**config.mk**
```make
export PLATFORM = sky130hd
export DESIGN_NAME = boot_strap_sampler
export DESIGN_NICKNAME = d
export VERILOG_FILES = /design/src/rtl/strap_pkg.sv /design/src/rtl/boot_strap_sampler.sv /design/src/rtl/pin_sync.sv
export SDC_FILE = /design/constraint.sdc
export NUM_CORES = 1
export LEC_CHECK = 0
export ABC_AREA = 1
export BUFFER_PORTS_ARGS = -buffer_cell sky130_fd_sc_hd__buf_2
export CAP_MARGIN = 30
export CORE_UTILIZATION = 50
export CTS_CLUSTER_DIAMETER = 120
export CTS_CLUSTER_SIZE = 14
export DETAILED_ROUTE_END_ITERATION = 8
export PLACE_DENSITY_LB_ADDON = 0.25
export SLEW_MARGIN = 25
export SYNTH_ARGS = -nofsm -noshare
export SYNTH_HDL_FRONTEND = slang
export SYNTH_SLANG_ARGS = --single-unit
```
**constraint.sdc**
```tcl
create_clock -name sys_clk -period 1.48 [get_ports sys_clk]
set_clock_uncertainty 0.05 [all_clocks]
set_input_delay 0.37 -clock sys_clk [delete_from_list [all_inputs] [get_ports sys_clk]]
set_output_delay 0.37 -clock sys_clk [all_outputs]
set_load 0.01 [all_outputs]
```
**src/rtl/strap_pkg.sv**
```systemverilog
// Constants and types shared by the strap sampler files
package strap_pkg;
  localparam logic boot_dest_reset = 1'h0;
  localparam logic ec_if_reset = 1'h0;
  localparam int boot_dest_cfg_offset = 32'hbc;
  localparam int boot_dest_cfg_bit = 6;
  localparam int sync_stages = 2;
  localparam int flash_straps = 4;
  localparam logic [3:0] flash_strap_expect = 4'hf;
  localparam logic boot_dest_spi = 1'h0;
  localparam logic boot_dest_lpc = 1'h1;
  localparam logic ec_if_lpc = 1'h0;
  localparam logic ec_if_espi = 1'h1;
  typedef enum logic [2:0] {
    st_hold = 3'h1,
    st_wait = 3'h2,
    st_done = 3'h4
  } phase_t;
endpackage

```
**src/rtl/boot_strap_sampler.sv**
```systemverilog
// Functional strap sampler for boot destination and EC interface
module boot_strap_sampler (
  input wire logic sys_clk,
  input wire logic arst_n,
  input wire logic clk_en,
  input wire logic platform_power_good,
  input wire logic resume_well_reset_n,
  input wire logic platform_reset_n,
  input wire logic gen_serial1_out_pin,
  input wire logic gpio_c_pin_5,
  input wire logic flash_serial_out_pin,
  input wire logic flash_serial_in_pin,
  input wire logic flash_quad_line2,
  input wire logic flash_quad_line3,
  input wire logic thermal_alert_n,
  input wire logic sw_boot_dest_we,
  input wire logic sw_boot_dest_wdata,
  input wire logic host_bios_req,
  input wire logic management_engine_flash_req,
  input wire logic lan_flash_req,
  output logic boot_fw_dest_strap,
  output logic boot_dest_sel,
  output logic ec_if_espi_sel,
  output logic boot_strap_pulldown_en,
  output logic ec_strap_pulldown_en,
  output logic flash_strap_pullup_en,
  output logic alert_strap_pulldown_en,
  output logic straps_functional,
  output logic reserved_strap_error,
  output logic bios_to_spi,
  output logic bios_to_lpc,
  output logic engine_flash_grant,
  output logic lan_flash_grant
);
  // Synchronised copies of the pins
  logic pwrok_s;
  logic rsm_s;
  logic plt_s;
  logic boot_pin_s;
  logic ec_pin_s;
  logic alert_pin_s;
  logic [strap_pkg::flash_straps-1:0] flash_pins_s;
  logic pwrok_d, rsm_d;
  logic pwrok_rise, rsm_rise;
  strap_pkg::phase_t boot_phase, ec_phase;

  // All pin inputs cross in one synchroniser bank
  pin_sync #(.width(10)) u_sync (
    .sys_clk(sys_clk),
    .arst_n(arst_n),
    .clk_en(clk_en),
    .async_in({
      platform_power_good,
      resume_well_reset_n,
      platform_reset_n,
      gen_serial1_out_pin,
      gpio_c_pin_5,
      thermal_alert_n,
      flash_quad_line3,
      flash_quad_line2,
      flash_serial_in_pin,
      flash_serial_out_pin}),
    .sync_out({pwrok_s, rsm_s, plt_s, boot_pin_s, ec_pin_s, alert_pin_s, flash_pins_s})
  );

  always_ff @(posedge sys_clk or negedge arst_n) begin
    if (!arst_n) begin
      pwrok_d <= 1'h0;
      rsm_d <= 1'h0;
    end else if (clk_en) begin
      pwrok_d <= pwrok_s;
      rsm_d <= rsm_s;
    end
  end

  assign pwrok_rise = pwrok_s && !pwrok_d;
  assign rsm_rise = rsm_s && !rsm_d;

  // Boot destination strap phase; re-armed only when power-good drops
  always_ff @(posedge sys_clk or negedge arst_n) begin
    if (!arst_n) begin
      boot_phase <= strap_pkg::st_hold;
    end else if (clk_en) begin
      case (boot_phase)
        strap_pkg::st_hold: if (pwrok_rise) boot_phase <= strap_pkg::st_wait;
        strap_pkg::st_wait: begin
          if (!pwrok_s) boot_phase <= strap_pkg::st_hold;
          else if (plt_s) boot_phase <= strap_pkg::st_done;
        end
        strap_pkg::st_done: if (!pwrok_s) boot_phase <= strap_pkg::st_hold;
        default: boot_phase <= strap_pkg::st_hold;
      endcase
    end
  end

  // EC strap phase; pull-down released once resume reset is high
  always_ff @(posedge sys_clk or negedge arst_n) begin
    if (!arst_n) begin
      ec_phase <= strap_pkg::st_hold;
    end else if (clk_en) begin
      case (ec_phase)
        strap_pkg::st_hold: if (rsm_rise) ec_phase <= strap_pkg::st_done;
        strap_pkg::st_done: if (!rsm_s) ec_phase <= strap_pkg::st_hold;
        default: ec_phase <= strap_pkg::st_hold;
      endcase
    end
  end

  // Boot destination latch, software write applies afterwards
  always_ff @(posedge sys_clk or negedge arst_n) begin
    if (!arst_n) begin
      boot_fw_dest_strap <= strap_pkg::boot_dest_reset;
      boot_dest_sel <= strap_pkg::boot_dest_reset;
    end else if (clk_en) begin
      if (boot_phase == strap_pkg::st_hold && pwrok_rise) begin
        boot_fw_dest_strap <= boot_pin_s;
        boot_dest_sel <= boot_pin_s;
      end else if (sw_boot_dest_we) begin
        boot_dest_sel <= sw_boot_dest_wdata;
      end
    end
  end

  // EC interface and reserved strap check at resume rise
  always_ff @(posedge sys_clk or negedge arst_n) begin
    if (!arst_n) begin
      ec_if_espi_sel <= strap_pkg::ec_if_reset;
      reserved_strap_error <= 1'h0;
    end else if (clk_en && ec_phase == strap_pkg::st_hold && rsm_rise) begin
      ec_if_espi_sel <= ec_pin_s;
      reserved_strap_error <= (flash_pins_s != strap_pkg::flash_strap_expect) || alert_pin_s;
    end
  end

  // Pull controls from state, never combinational from pins
  assign boot_strap_pulldown_en = boot_phase != strap_pkg::st_done;
  assign ec_strap_pulldown_en = ec_phase != strap_pkg::st_done;
  assign flash_strap_pullup_en = ec_phase != strap_pkg::st_done;
  assign alert_strap_pulldown_en = ec_phase != strap_pkg::st_done;
  assign straps_functional = boot_phase == strap_pkg::st_done && ec_phase == strap_pkg::st_done;

  // Host BIOS routing; engine and LAN paths ignore destination
  assign bios_to_spi = host_bios_req && boot_dest_sel == strap_pkg::boot_dest_spi;
  assign bios_to_lpc = host_bios_req && boot_dest_sel == strap_pkg::boot_dest_lpc;
  assign engine_flash_grant = management_engine_flash_req;
  assign lan_flash_grant = lan_flash_req;

  a_boot_latch: assert property (@(posedge sys_clk) disable iff (!arst_n)
    clk_en && boot_phase == strap_pkg::st_hold && pwrok_rise |=> boot_fw_dest_strap == $past(boot_pin_s))
    else $error("boot strap not latched");
  a_sw_override: assert property (@(posedge sys_clk) disable iff (!arst_n)
    clk_en && sw_boot_dest_we && !(boot_phase == strap_pkg::st_hold && pwrok_rise)
    |=> boot_dest_sel == $past(sw_boot_dest_wdata))
    else $error("software destination not applied");
  a_boot_pull: assert property (@(posedge sys_clk) disable iff (!arst_n)
    boot_phase == strap_pkg::st_done |-> !boot_strap_pulldown_en)
    else $error("boot pull-down still on");
  a_lan_grant: assert property (@(posedge sys_clk) disable iff (!arst_n)
    lan_flash_grant == lan_flash_req && engine_flash_grant == management_engine_flash_req)
    else $error("flash grant altered");
  a_ec_latch: assert property (@(posedge sys_clk) disable iff (!arst_n)
    clk_en && ec_phase == strap_pkg::st_hold && rsm_rise |=> ec_if_espi_sel == $past(ec_pin_s) ##0 !ec_strap_pulldown_en)
    else $error("ec strap not latched");
  a_ec_pull: assert property (@(posedge sys_clk) disable iff (!arst_n)
    $fell(ec_strap_pulldown_en) |-> $past(rsm_s))
    else $error("ec pull-down off in reset");
  a_flash_pull: assert property (@(posedge sys_clk) disable iff (!arst_n)
    !rsm_s && !rsm_d |-> flash_strap_pullup_en && alert_strap_pulldown_en)
    else $error("reserved pulls off in reset");
  a_ec_frozen: assert property (@(posedge sys_clk) disable iff (!arst_n)
    ec_phase == strap_pkg::st_done ##1 ec_phase == strap_pkg::st_done |-> $stable(ec_if_espi_sel))
    else $error("ec strap changed after latch");
  a_functional: assert property (@(posedge sys_clk) disable iff (!arst_n)
    straps_functional |-> !ec_strap_pulldown_en && !boot_strap_pulldown_en)
    else $error("pin functional while pulled");
  // Pulls may only drop once the owning reset is seen released
  a_boot_pull_drop: assert property (@(posedge sys_clk) disable iff (!arst_n)
    $fell(boot_strap_pulldown_en) |-> $past(plt_s) && $past(pwrok_s))
    else $error("boot pull-down dropped in reset");
  a_boot_pull_on: assert property (@(posedge sys_clk) disable iff (!arst_n)
    !pwrok_s && !pwrok_d |-> boot_strap_pulldown_en)
    else $error("boot pull-down off before sampling");
  a_boot_frozen: assert property (@(posedge sys_clk) disable iff (!arst_n)
    boot_phase != strap_pkg::st_hold |=> $stable(boot_fw_dest_strap))
    else $error("boot strap changed after latch");
  a_sel_hold: assert property (@(posedge sys_clk) disable iff (!arst_n)
    !sw_boot_dest_we && !(boot_phase == strap_pkg::st_hold && pwrok_rise)
    |=> $stable(boot_dest_sel))
    else $error("boot destination changed unasked");
  a_reserved_chk: assert property (@(posedge sys_clk) disable iff (!arst_n)
    clk_en && ec_phase == strap_pkg::st_hold && rsm_rise
    |=> reserved_strap_error == ($past(flash_pins_s) != strap_pkg::flash_strap_expect || $past(alert_pin_s)))
    else $error("reserved strap check wrong");
  a_reserved_hold: assert property (@(posedge sys_clk) disable iff (!arst_n)
    ec_phase != strap_pkg::st_hold |=> $stable(reserved_strap_error))
    else $error("reserved flag changed after latch");
  a_bios_route: assert property (@(posedge sys_clk) disable iff (!arst_n)
    bios_to_lpc == (host_bios_req && boot_dest_sel) && bios_to_spi == (host_bios_req && !boot_dest_sel))
    else $error("host firmware access misrouted");
  a_clk_freeze: assert property (@(posedge sys_clk) disable iff (!arst_n)
    !clk_en |=> $stable(boot_phase) && $stable(ec_phase) && $stable(boot_fw_dest_strap)
    && $stable(boot_dest_sel) && $stable(ec_if_espi_sel) && $stable(reserved_strap_error))
    else $error("state moved with clock disabled");
  a_func_after_rst: assert property (@(posedge sys_clk) disable iff (!arst_n)
    $rose(straps_functional) |-> $past(pwrok_s) && $past(rsm_s))
    else $error("pins functional before resets released");

  c_lpc_boot: cover property (@(posedge sys_clk) boot_phase == strap_pkg::st_done && boot_dest_sel);
  c_sw_write: cover property (@(posedge sys_clk) clk_en && sw_boot_dest_we && boot_phase == strap_pkg::st_done);
  c_espi: cover property (@(posedge sys_clk) ec_phase == strap_pkg::st_done && ec_if_espi_sel);
  c_bad_strap: cover property (@(posedge sys_clk) reserved_strap_error);
  c_all_done: cover property (@(posedge sys_clk) straps_functional);
endmodule

```
**src/rtl/pin_sync.sv**
```systemverilog
// Two-stage synchroniser for asynchronous level inputs
module pin_sync #(
  parameter int width = 1
) (
  input wire logic sys_clk,
  input wire logic arst_n,
  input wire logic clk_en,
  input wire logic [width-1:0] async_in,
  output logic [width-1:0] sync_out
);
  logic [width-1:0] stage1;

  // First stage is read only by the second stage
  always_ff @(posedge sys_clk or negedge arst_n) begin
    if (!arst_n) begin
      stage1 <= '0;
      sync_out <= '0;
    end else if (clk_en) begin
      stage1 <= async_in;
      sync_out <= stage1;
    end
  end
endmodule

```
Word level (Yosys, flattened, before mapping)
Index checks and enable logic that the tools add are counted.
- register bits: 32
- latch bits: 0
- bits in writable memories: 0
- bits in read-only memories: 0
- input bits: 18
- output and inout port bits: 13
- logic and storage cells: 50
- memories kept: 0
- $add $sub $neg: 0
- multiply operators: 0
- div/mod/pow operators: 0
- magnitude comparators: 0
- equal/unequal tests: 13
- shift operators: 0
- muxes and demuxes: 10
- bitwise logic cells: 1
- reductions and logical operators: 16
- operator list (cell ; count):
    $mux W3 ; 6
    $ne A3 B3 Y1 const B ; 3
    $pmux W3 S3 ; 1
    $logic_and A1 B1 Y1 ; 8
    $ne A2 B2 Y1 const B ; 4
    $eq A3 B1 Y1 const B ; 2
    $eq A3 B3 Y1 const B ; 2
    $pmux W3 S2 ; 1
    $ne A4 B4 Y1 const B ; 1
    $reduce_and A2 Y1 ; 2
    $reduce_and A4 Y1 ; 1
    $eq A3 B2 Y1 const B ; 1
    $reduce_and A3 Y1 ; 1
    $logic_not A1 Y1 ; 2
    $mux W1 ; 2
    $reduce_bool A2 Y1 ; 1
    $logic_or A1 B1 Y1 ; 1
    $not A1 Y1 ; 1

Longest topological paths before layout
Gate-level depths: netlist of run 1.
- depth after elaboration: 5
- mapped depth: 8
- gate-level depth less buffers: 8

Cells and area by module
From an unflattened synthesis of run 1, not the netlist that was laid out.
- cell total of the unflattened synthesis: 176
- area total of the unflattened synthesis: 1427.6 µm²
- by module, submodules not included (module ; instances ; cells an instance ; area an instance (µm²) ; seq. area each (µm²)):
    pin_sync ; 1 ; 85 ; 767.0 ; 500.5
    boot_strap_sampler ; 1 ; 91 ; 660.6 ; 277.8

Least setup slack after synthesis of run 1
No wires, ideal clock.
- kind: register to output
- from: register boot_phase[1]
- to: output port straps_functional
- arrival: 843 ps
- data required time: 1060 ps
- setup slack: 217 ps
- stages on the path, launching flop included: 4
- cell sequence: dfrtp_1 nor2_1 nand2_1 nor2_1
- cells in the longest elaborated chain, start to end: 2
- ends and longest elaborated chain (item ; line ; RTL):
    start: declaration ; boot_strap_sampler.sv:45 ; strap_pkg::phase_t boot_phase, ec_phase;
    start signal: assignment ; boot_strap_sampler.sv:82 ; boot_phase <= strap_pkg::st_hold;
    start signal: assignment ; boot_strap_sampler.sv:85 ; strap_pkg::st_hold: if (pwrok_rise) boot_phase <= strap_pkg::st_wait;
    start signal: assignment ; boot_strap_sampler.sv:87 ; if (!pwrok_s) boot_phase <= strap_pkg::st_hold;
    $eq A3 B3 Y1 ; boot_strap_sampler.sv:140 ; assign straps_functional = boot_phase == strap_pkg::st_done && ec_phase == strap_pkg::st_done;
    $logic_and A1 B1 Y1 ; boot_strap_sampler.sv:140 ;
    end: declaration ; boot_strap_sampler.sv:28 ; output logic straps_functional,
Every way passes these cells.

Worst setup path after layout of run 1
- from: register boot_phase[0]
- to: output port straps_functional
Same word-level chain as after synthesis.

==> reports/metrics.cfg, run 1 <==
[global_routing]
grt_first_pass_wirelength_um=4190
global_route_usage_over_all_layers=0.210
grt_pass1_vias=1014
antenna_found_initial=0
globalRoute.totalOverflow=0
grt_max_degree=32

[layout]
final_cells=216
final_common_cell=sky130_fd_sc_hd__nand2_1
num_antenna_cells=0
syn2layout_area_growth_pct=18.9
num-nets-final=203
commonest_non_fill_non_tap_cells_in_the_layout=sky130_fd_sc_hd__nand2_1 (32), sky130_fd_sc_hd__dfrtp_1 (27), sky130_fd_sc_hd__buf_2 (25), sky130_fd_sc_hd__inv_1 (18), sky130_fd_sc_hd__o21ai_0 (13)
number_of_filler_instances_in_the_final_layout=222
multi_input_logic_area_um2=484
fin_util=0.649
post-route-cell-area_um2=1650
post_route_cells_drive_above_1_share=0.312
register_area_um2=781

[routing]
drt_pass1_iterations=5
drtIter0Drc=24
mean_number_of_vias_per_cell=4.98
detail_route.wirelength_um=2490
postRouteAntennaNets=0
vias=1076
route.detailed.drc=0
wire_per_inst_um=11.5

[place]
port-buffer-count=26
globalplace.congestion=0.774
placedInstanceArea_um2=1530
place.detailed.hpwl_um=1740
dp_slack_ns=0.109
place_inst=203

[power_and_ir_drop]
seqPwrFrac=0.485
combPwrFrac=0.308
power.density_nw_per_um2=1430
peak_supply_drop_v=0.00104
power.static_leakage_nw=0.865
power_mw=2.36
switchingPower_uw=825
p_sw_frac=0.350
power.share.clock=0.207
internal_power_mw=1.53

[timing]
fmax_mhz=626
final-setup-viol-count=5
worst-slew-pin-transition_ns=0.396
post-route-worst-setup-slack_ns=-0.117
grt_setup_unrepaired=true
final.min_clock_period_ns=1.60
hold_violation_count_in_the_final_report=0
slew_viol_final=0
fin_tns_setup_ns=-0.342
worst_slew_margin_rel=0.736
fin_worst_hold_slack_ns=0.187
final_min_period_over_clock_period=1.08

[run]
timing.max_cap.violations=0

[logic_synthesis]
portion_of_the_post_synthesis_area_used_by_sequential_elements=0.560
synthDominantCellAreaShare=0.523
post_synth_main_area_contributors=sky130_fd_sc_hd__dfrtp_1 (52%), sky130_fd_sc_hd__nand2_1 (8.9%), sky130_fd_sc_hd__inv_1 (5.1%)
yosys.area.top_type=sky130_fd_sc_hd__dfrtp_1
synthesis.area_per_instance_um2=9.20
synth.lib_cells_used.distinct=21
post_synth_instance_area_um2=1390
count_of_state_elements_after_synthesis=31
synth_fp_nets=169
synth-warning-count=0
synthesis.instances=151

[floorplanning]
core_region_area_um2=2540
die_area_um2=2990
fp.dieH_um=54.7
floorplan.initialDensity=0.546
ioPinCount=31
floorplan.rows=18
floorplan.die.width_um=54.7

[cts]
clock_sink_count=31
clk_root_buffer_cell=sky130_fd_sc_hd__clkbuf_4
htreeDepth=2
clkLatencyLatePin_ns=0.33
tritoncts_clock_tree=built
numCtsBuffers=5
maximum_buffer_depth_of_the_clock_tree=2
cts.reportedPaths.clkPinSlew_ns=0.10

[worst_setup_path]
worstPathArrival_ns=1.18
timing.critical_path.buf_inv=1
critPathMaxFanout=2
cpLargestDelayFamily=flip-flops
worst_ep_required_time_ns=1.06
timing_worst_setup_path_type=register to output port
startpoint_type=register
crit_path_cell_trace=nor2_2, nand2_1, nor2_1, buf_2
critical_path.max_stage_delay_ns=0.56
timing.critical_path.slowest_stage_cell=sky130_fd_sc_hd__dfstp_2
worst_setup_path_end_kind=output port

[status]
violations_in_the_final_reports=setup timing
outcome=complete, but fails checks

[worst_hold_path]
hold_class=primary input to register

==> cell type report <==
class | count | area share
flip-flops and latches | 31 | 0.473
multi-input cells | 91 | 0.293
repair buffers | 36 | 0.130
inverters | 20 | 0.0470
well taps | 30 | 0.0227
clock inverters | 3 | 0.0121
clock buffers | 5 | 0.0227
==> cells by family (layout without fill, tap and decap cells) <==
group	after synthesis	after routing	synth area share
flops	31	31	0.560
compound gates	24	24	0.0919
buf+inv	29	64	0.0982
mux	6	6	0.0486
simple gates	61	61	0.201
==> worst register-to-register path: cells and delay by family (launching register included) <==
kind | cells | cell delay [ns]
buffers and inverters | 3 | 0.30
AO/OA/AOI/OAI | 1 | 0.07
flip-flops | 1 | 0.56
AND/OR/NAND/NOR | 3 | 0.39
==> path summary, 6_finish.rpt <==
check                      cells past startpoint              endpoint  slack [ns]                start
setup / recovery                               4     straps_functional       -0.12        boot_phase[0]
hold / removal                                 3      u_sync.stage1[1]        0.19  flash_serial_in_pin
setup reg to reg                               7  reserved_strap_error        0.05          ec_phase[0]
hold reg to reg                                2    u_sync.sync_out[4]        0.43     u_sync.stage1[4]
max in group asynchronous                      3           ec_phase[0]        0.56               arst_n
min in group asynchronous                      3    u_sync.sync_out[5]        0.51               arst_n
==> synth_stat cells (all sizes together) <==
| master | instances |
|---|---|
| a21oi | 5 |
| and2 | 1 |
| buf | 9 |
| dfrtp | 29 |
| dfstp | 2 |
| inv | 20 |
| mux2 | 6 |
| nand2 | 36 |
| nand3 | 8 |
| nand4 | 2 |
| nor2 | 13 |
| nor3 | 1 |
| o21ai | 16 |
| o21bai | 3 |
==> power groups by stage <==
stage	logic (mW)	registers (mW)	clock network, mW
after floorplan	0.410	1.16	0
final	0.726	1.14	0.487
after CTS	0.690	1.14	0.506
after detailed placement	0.592	1.17	0
after global placement	0.569	1.16	0
after global routing	0.820	1.17	0.542
==> sequential cells by signal, summed over array words and instances, names as in the netlist <==
| register | flops |
|---|---|
| u_sync.sync_out | 10 |
| boot_phase | 3 |
| boot_fw_dest_strap | 1 |
| pwrok_d | 1 |
| boot_dest_sel | 1 |
| reserved_strap_error | 1 |
| ec_if_espi_sel | 1 |
| ec_phase | 2 |
| u_sync.stage1 | 10 |
| rsm_d | 1 |
==> what timing repair did <==
action | 4_1_cts | 5_1_grt
cloned | 0 | 0
endpoints found under the setup margin | 5 | 6
endpoints found under the hold margin | 29 | 0
pin swaps | 0 | 4
resized for setup | 4 | 5
buffers inserted | 3 | 1
hold buffers | 1 | 0
==> per-layer routing <==
| layer | up-vias | track usage | routed length [um] |
|---|---|---|---|
| met5 | - | 0 | 0 |
| met2 | 29 | 0.337 | 1230 |
| met1 | 498 | 0.237 | 1090 |
| met3 | 7 | 0.0833 | 113 |
| li1 | 542 | - | - |
| met4 | 0 | 0.111 | 57 |
No activity file was read; power rests on OpenSTA's default activity.
==> inputs of run 2 (changes only) <==
SYNTH_HIERARCHICAL = 1   (was not set)
==> reports/metrics.cfg, run 2 <==
[status]
outcome=complete, but fails checks
violations_in_the_final_reports=setup timing

[floorplanning]
floorplan.initialDensity=0.522
floorplan.die.width_um=55.4
fp.dieH_um=55.4
ioPinCount=31
core_region_area_um2=2730
die_area_um2=3070
floorplan.rows=19

[logic_synthesis]
synth-adder-area-share=0
synthXorXnorAreaFrac=0
synth.lib_cells_used.distinct=17
synth-warning-count=6
yosysMostFrequentCell=sky130_fd_sc_hd__nand2_1
synthesis.area_per_instance_um2=8.11
synthDominantCellAreaShare=0.508
post_synth_instance_area_um2=1430
yosys.area.top_type=sky130_fd_sc_hd__dfrtp_1
post_synth_and_or_nand_nor_area_fraction=0.323
ranking_of_synthesized_cells_by_instance_count=sky130_fd_sc_hd__nand2_1 (88), sky130_fd_sc_hd__dfrtp_1 (29), sky130_fd_sc_hd__inv_1 (15)
synth_fp_nets=194
portion_of_the_post_synthesis_area_used_by_sequential_elements=0.545
count_of_state_elements_after_synthesis=31
ys_async_sr_fraction=1.00
post_synth_main_area_contributors=sky130_fd_sc_hd__dfrtp_1 (51%), sky130_fd_sc_hd__nand2_1 (23%), sky130_fd_sc_hd__inv_1 (3.9%)
synth-main-ff-cell=sky130_fd_sc_hd__dfrtp_1
synth.mux.area_fraction=0
synth_compound_gate_area_share=0.0316
main_combinational_cell_family_by_area_after_synthesis=simple AND/OR/NAND/NOR gates
synthesis.instances=176
synth-edff-count=0

[routing]
vias=1152
wire_per_inst_um=10.5
met3RoutedLength_um=131
mean_number_of_vias_per_cell=4.78
detail_route.wirelength_um=2530
route.detailed.drc=0
route.layer.met1.wl_um=1150
top_layer_used=met4
drtIter0Drc=46
drt_pass1_iterations=4
postRouteAntennaNets=0
dr_wl_met2_um=1190

[power_and_ir_drop]
power_mw=2.39
power.static_leakage_nw=0.968
power.density_nw_per_um2=1410
peak_supply_drop_v=0.00115

[layout]
num_antenna_cells=0
syn2layout_area_growth_pct=19.2
final_common_cell=sky130_fd_sc_hd__nand2_1
number_of_filler_instances_in_the_final_layout=246
post-route-cell-area_um2=1700
commonest_non_fill_non_tap_cells_in_the_layout=sky130_fd_sc_hd__nand2_1 (86), sky130_fd_sc_hd__dfrtp_1 (28), sky130_fd_sc_hd__buf_2 (24), sky130_fd_sc_hd__inv_1 (14), sky130_fd_sc_hd__nand3_1 (9)
num-nets-final=227
fin_util=0.622
register_area_um2=779
post_route_cells_drive_above_1_share=0.262
multi_input_logic_area_um2=519
largestRegisters=u_sync/stage1 x10, u_sync/sync_out x10, boot_phase x3
final_cells=241

[worst_setup_path]
timing.critical_path.buf_inv=2
worst_r2r_startpoint=boot_phase[0]
timing_worst_setup_path_type=register to output port
worstPathArrival_ns=1.17
critical_path.max_stage_delay_ns=0.56
timing.critical_path.slowest_stage_cell=sky130_fd_sc_hd__dfstp_2
cp-startpoint=ec_phase[0]
startpoint_type=register
regToRegSetupSlack_ns=0.09
worst_setup_path_end_kind=output port
crit_path_cell_trace=inv_4, nand2_4, nor2_1, buf_2
critPathMaxFanout=4
worst_ep_required_time_ns=1.06
cpLargestDelayFamily=flip-flops

[place]
globalplace.congestion=0.798
place.detailed.hpwl_um=1820
dp_slack_ns=0.164
place_inst=227
placedInstanceArea_um2=1550
port-buffer-count=26

[cts]
tritoncts_clock_tree=built
clk_root_buffer_cell=sky130_fd_sc_hd__clkbuf_4
htreeDepth=2
clock_sink_count=31
clkLatencyLatePin_ns=0.33
numCtsBuffers=5
maximum_buffer_depth_of_the_clock_tree=2
cts.reportedPaths.clkPinSlew_ns=0.10

[run]
timing.max_cap.violations=0

[global_routing]
grt_first_pass_wirelength_um=4500
globalRoute.totalOverflow=0
antenna_found_initial=0
grt_pass1_vias=1093
global_route_usage_over_all_layers=0.191
grt_max_degree=21

[timing]
hold_violation_count_in_the_final_report=0
fmax_mhz=630
slew_viol_final=0
final_min_period_over_clock_period=1.07
final-setup-viol-count=5
post-route-worst-setup-slack_ns=-0.107
final.min_clock_period_ns=1.59
worst_slew_margin_rel=0.787
grt_setup_unrepaired=true
worst-slew-pin-transition_ns=0.320

[worst_hold_path]
min_from=resume_well_reset_n
hold_class=primary input to register

## run 2: cell count changes after synthesis, sizes merged
cell    before  now
a21oi        5    1
and2         1    0
inv         20   17
mux2         6    0
nand2       36   88
nand3        8   11
nand4        2    1
nor2        13    9
o21ai       16    8
o21bai       3    0
## run 2: metrics by stage
stage / hold slack, ns / TNS, ns
after CTS: 0.167 / -0.411
after global routing: 0.176 / -0.507
after global placement: 0.226 / 0
final: 0.180 / -0.303
after floorplan: 0.0244 / 0
after detailed placement: 0.233 / 0
## run 2: cell type report
class	count	area share
inverters	17	0.0390
multi-input cells	119	0.305
well taps	31	0.0228
flip-flops and latches	31	0.458
repair buffers	35	0.132
clock buffers	7	0.0382
clock inverters	1	0.00441
## run 2: where the power goes
group	switching [mW]	internal, mW	leakage (nW)	total [mW]
clock	0.295	0.277	0.0375	0.573
combinational	0.377	0.304	0.548	0.681
sequential	0.118	1.02	0.382	1.14
## run 2: repair_timing
| item | 4_1_cts | 5_1_grt |
|---|---|---|
| gates resized for setup | 7 | 2 |
| setup endpoints to repair | 5 | 5 |
| endpoints found under the hold margin | 11 | 0 |
| setup buffers | 4 | 1 |
| hold buffers | 1 | 0 |
## run 2: routing by layer
layer,track usage,up-vias
met1,0.237,504
met4,0.0964,0
met3,0.0515,7
met5,0,-
li1,-,595
met2,0.308,46
## run 2: worst register-to-register path, cell delays in order, from the launching register on
cell	delay [ns]
sky130_fd_sc_hd__dfstp_2	0.55
sky130_fd_sc_hd__buf_4	0.10
sky130_fd_sc_hd__buf_4	0.10
sky130_fd_sc_hd__inv_1	0.04
sky130_fd_sc_hd__nor2_1	0.09
sky130_fd_sc_hd__nand3_1	0.09
sky130_fd_sc_hd__nand2_1	0.07
sky130_fd_sc_hd__inv_1	0.06
sky130_fd_sc_hd__nand3_1	0.07
sky130_fd_sc_hd__nand2_1	0.05
## run 2: logic make-up after synthesis
group                  after synthesis
buffers and inverters               26
and+or+nand+nor                    110
AOI/OAI and AO/OA                    9
DFF                                 31
## run 2: final timing paths
path,to,depth (start not counted)
worst max-delay path,straps_functional,4
worst min-delay path,u_sync/stage1[8],3
worst max register to register,boot_phase[2],9
worst min register to register,u_sync/stage1[2],2
max in group asynchronous,boot_phase[0],3
min in group asynchronous,u_sync/sync_out[8],2
==> inputs of run 3 (changes only) <==
CELL_PAD_IN_SITES_DETAIL_PLACEMENT = 1   (was not set)
CELL_PAD_IN_SITES_GLOBAL_PLACEMENT = 2   (was not set)
CORE_UTILIZATION = 30   (was 50)
SETUP_SLACK_MARGIN = 0.1   (was not set)
==> reports/metrics.cfg, run 3 (synthesized netlist as in run 2, its figures left out) <==
[cts]
clk_root_buffer_cell=sky130_fd_sc_hd__clkbuf_8
cts.reportedPaths.clkPinSlew_ns=0.07
htreeDepth=2
clkLatencyLatePin_ns=0.28
tritoncts_clock_tree=built
maximum_buffer_depth_of_the_clock_tree=2
clock_sink_count=31
numCtsBuffers=5

[timing]
worst_slew_margin_rel=0.753
worst-slew-pin-transition_ns=0.371
slew_viol_final=0
final.min_clock_period_ns=1.52
fin_worst_hold_slack_ns=0.248
post-route-worst-setup-slack_ns=-0.0362
final_min_period_over_clock_period=1.02
hold_violation_count_in_the_final_report=0
fmax_mhz=660
fin_tns_setup_ns=-0.0362
final-setup-viol-count=1
grt_setup_unrepaired=true

[routing]
drt_pass1_iterations=8
vias=1190
mean_number_of_vias_per_cell=4.51
route.detailed.drc=6
detail_route.wirelength_um=3130
postRouteAntennaNets=0
wire_per_inst_um=11.9
drtIter0Drc=35

[power_and_ir_drop]
power.density_nw_per_um2=1440
peak_supply_drop_v=0.000514
power_mw=2.56
power.static_leakage_nw=0.984

[global_routing]
global_route_usage_over_all_layers=0.137
grt_first_pass_wirelength_um=5330
antenna_found_initial=0
globalRoute.totalOverflow=0
grt_max_degree=21
grt_pass1_vias=1190

[floorplanning]
die_area_um2=5040
floorplan.rows=24
fp.dieH_um=71.0
floorplan.initialDensity=0.319
ioPinCount=31
core_region_area_um2=4470
floorplan.die.width_um=71.0

[layout]
register_area_um2=779
post-route-cell-area_um2=1780
num-nets-final=229
commonest_non_fill_non_tap_cells_in_the_layout=sky130_fd_sc_hd__nand2_1 (86), sky130_fd_sc_hd__dfrtp_1 (28), sky130_fd_sc_hd__buf_2 (24), sky130_fd_sc_hd__inv_1 (11), sky130_fd_sc_hd__buf_4 (8)
final_cells=264
fin_util=0.397
final_common_cell=sky130_fd_sc_hd__nand2_1
post_route_cells_drive_above_1_share=0.288
multi_input_logic_area_um2=542
number_of_filler_instances_in_the_final_layout=560
num_antenna_cells=0
largestRegisters=u_sync/stage1 x10, u_sync/sync_out x10, boot_phase x3
syn2layout_area_growth_pct=24.5

[place]
globalplace.congestion=0.738
port-buffer-count=26
place_inst=248
dp_slack_ns=0.147
place.detailed.hpwl_um=2290
placedInstanceArea_um2=1580

[worst_setup_path]
timing.critical_path.buf_inv=1
worst_r2r_endpoint=boot_phase[2]
critical_path.max_stage_delay_ns=0.54
crit_path_cell_trace=nor2_2, nand2_2, nor2_1, buf_2
cpLargestDelayFamily=flip-flops
critical_path_cell_count=4
worst_ep_required_time_ns=1.06
worstPathArrival_ns=1.10
timing.critical_path.slowest_stage_cell=sky130_fd_sc_hd__dfstp_2
regToRegSetupSlack_ns=0.09
startpoint_type=register
worst_setup_path_end_kind=output port
timing_worst_setup_path_type=register to output port
reg2reg_depth=9
worst_r2r_startpoint=boot_phase[0]
critPathMaxFanout=2

[status]
violations_in_the_final_reports=DRC, setup timing
outcome=complete, but fails checks

[worst_hold_path]
min_to=u_sync/stage1[6]
min_from=gen_serial1_out_pin
hold_class=primary input to register
min_path_cells=3

[run]
timing.max_cap.violations=0

==> run 3: worst max path at each step <==
stage                            to     startpoint  slack [ns]
6_report          straps_functional  boot_phase[0]       -0.04
2_1_floorplan  ec_strap_pulldown_en    ec_phase[0]        0.18
3_5_place_dp      straps_functional    ec_phase[0]        0.15
4_1_cts           straps_functional  boot_phase[0]       -0.08
5_1_grt           straps_functional  boot_phase[0]       -0.09
3_3_place_gp      straps_functional    ec_phase[0]        0.19
==> run 3: area by class of cell <==
type,instances,area share
tap,52,0.0366
clock buffer,7,0.0429
multi-input combinational,119,0.305
timing repair buffer,37,0.137
inverter,17,0.0373
clock inverter,1,0.00281
sequential,31,0.438
==> run 3: power breakdown <==
part	total (mW)	internal, mW	switching (mW)	leakage [nW]
Combinational	0.794	0.358	0.436	0.560
Sequential	1.14	1.02	0.120	0.382
Clock	0.622	0.329	0.293	0.0422
==> run 3: tightest hold or removal path, delay by kind of cell <==
kind	cells	cell delay [ns]
buffers and inverters	1	0.07
and+or+nand+nor	2	0.09
==> run 3: routing by layer <==
metal / GRT usage / part of all wire / vias up
li1: - / - / 604
met1: 0.169 / 0.48 / 548
met4: 0.0489 / 0.011 / 0
met3: 0.0470 / 0.049 / 4
met2: 0.222 / 0.46 / 34
met5: 0 / 0 / -
==> run 3: what timing repair did <==
action,in CTS,in global routing
pin swaps,0,3
buffers inserted,4,3
hold buffers,1,0
endpoints found under the hold margin,13,0
setup endpoints to repair,5,10
gates resized for setup,7,12
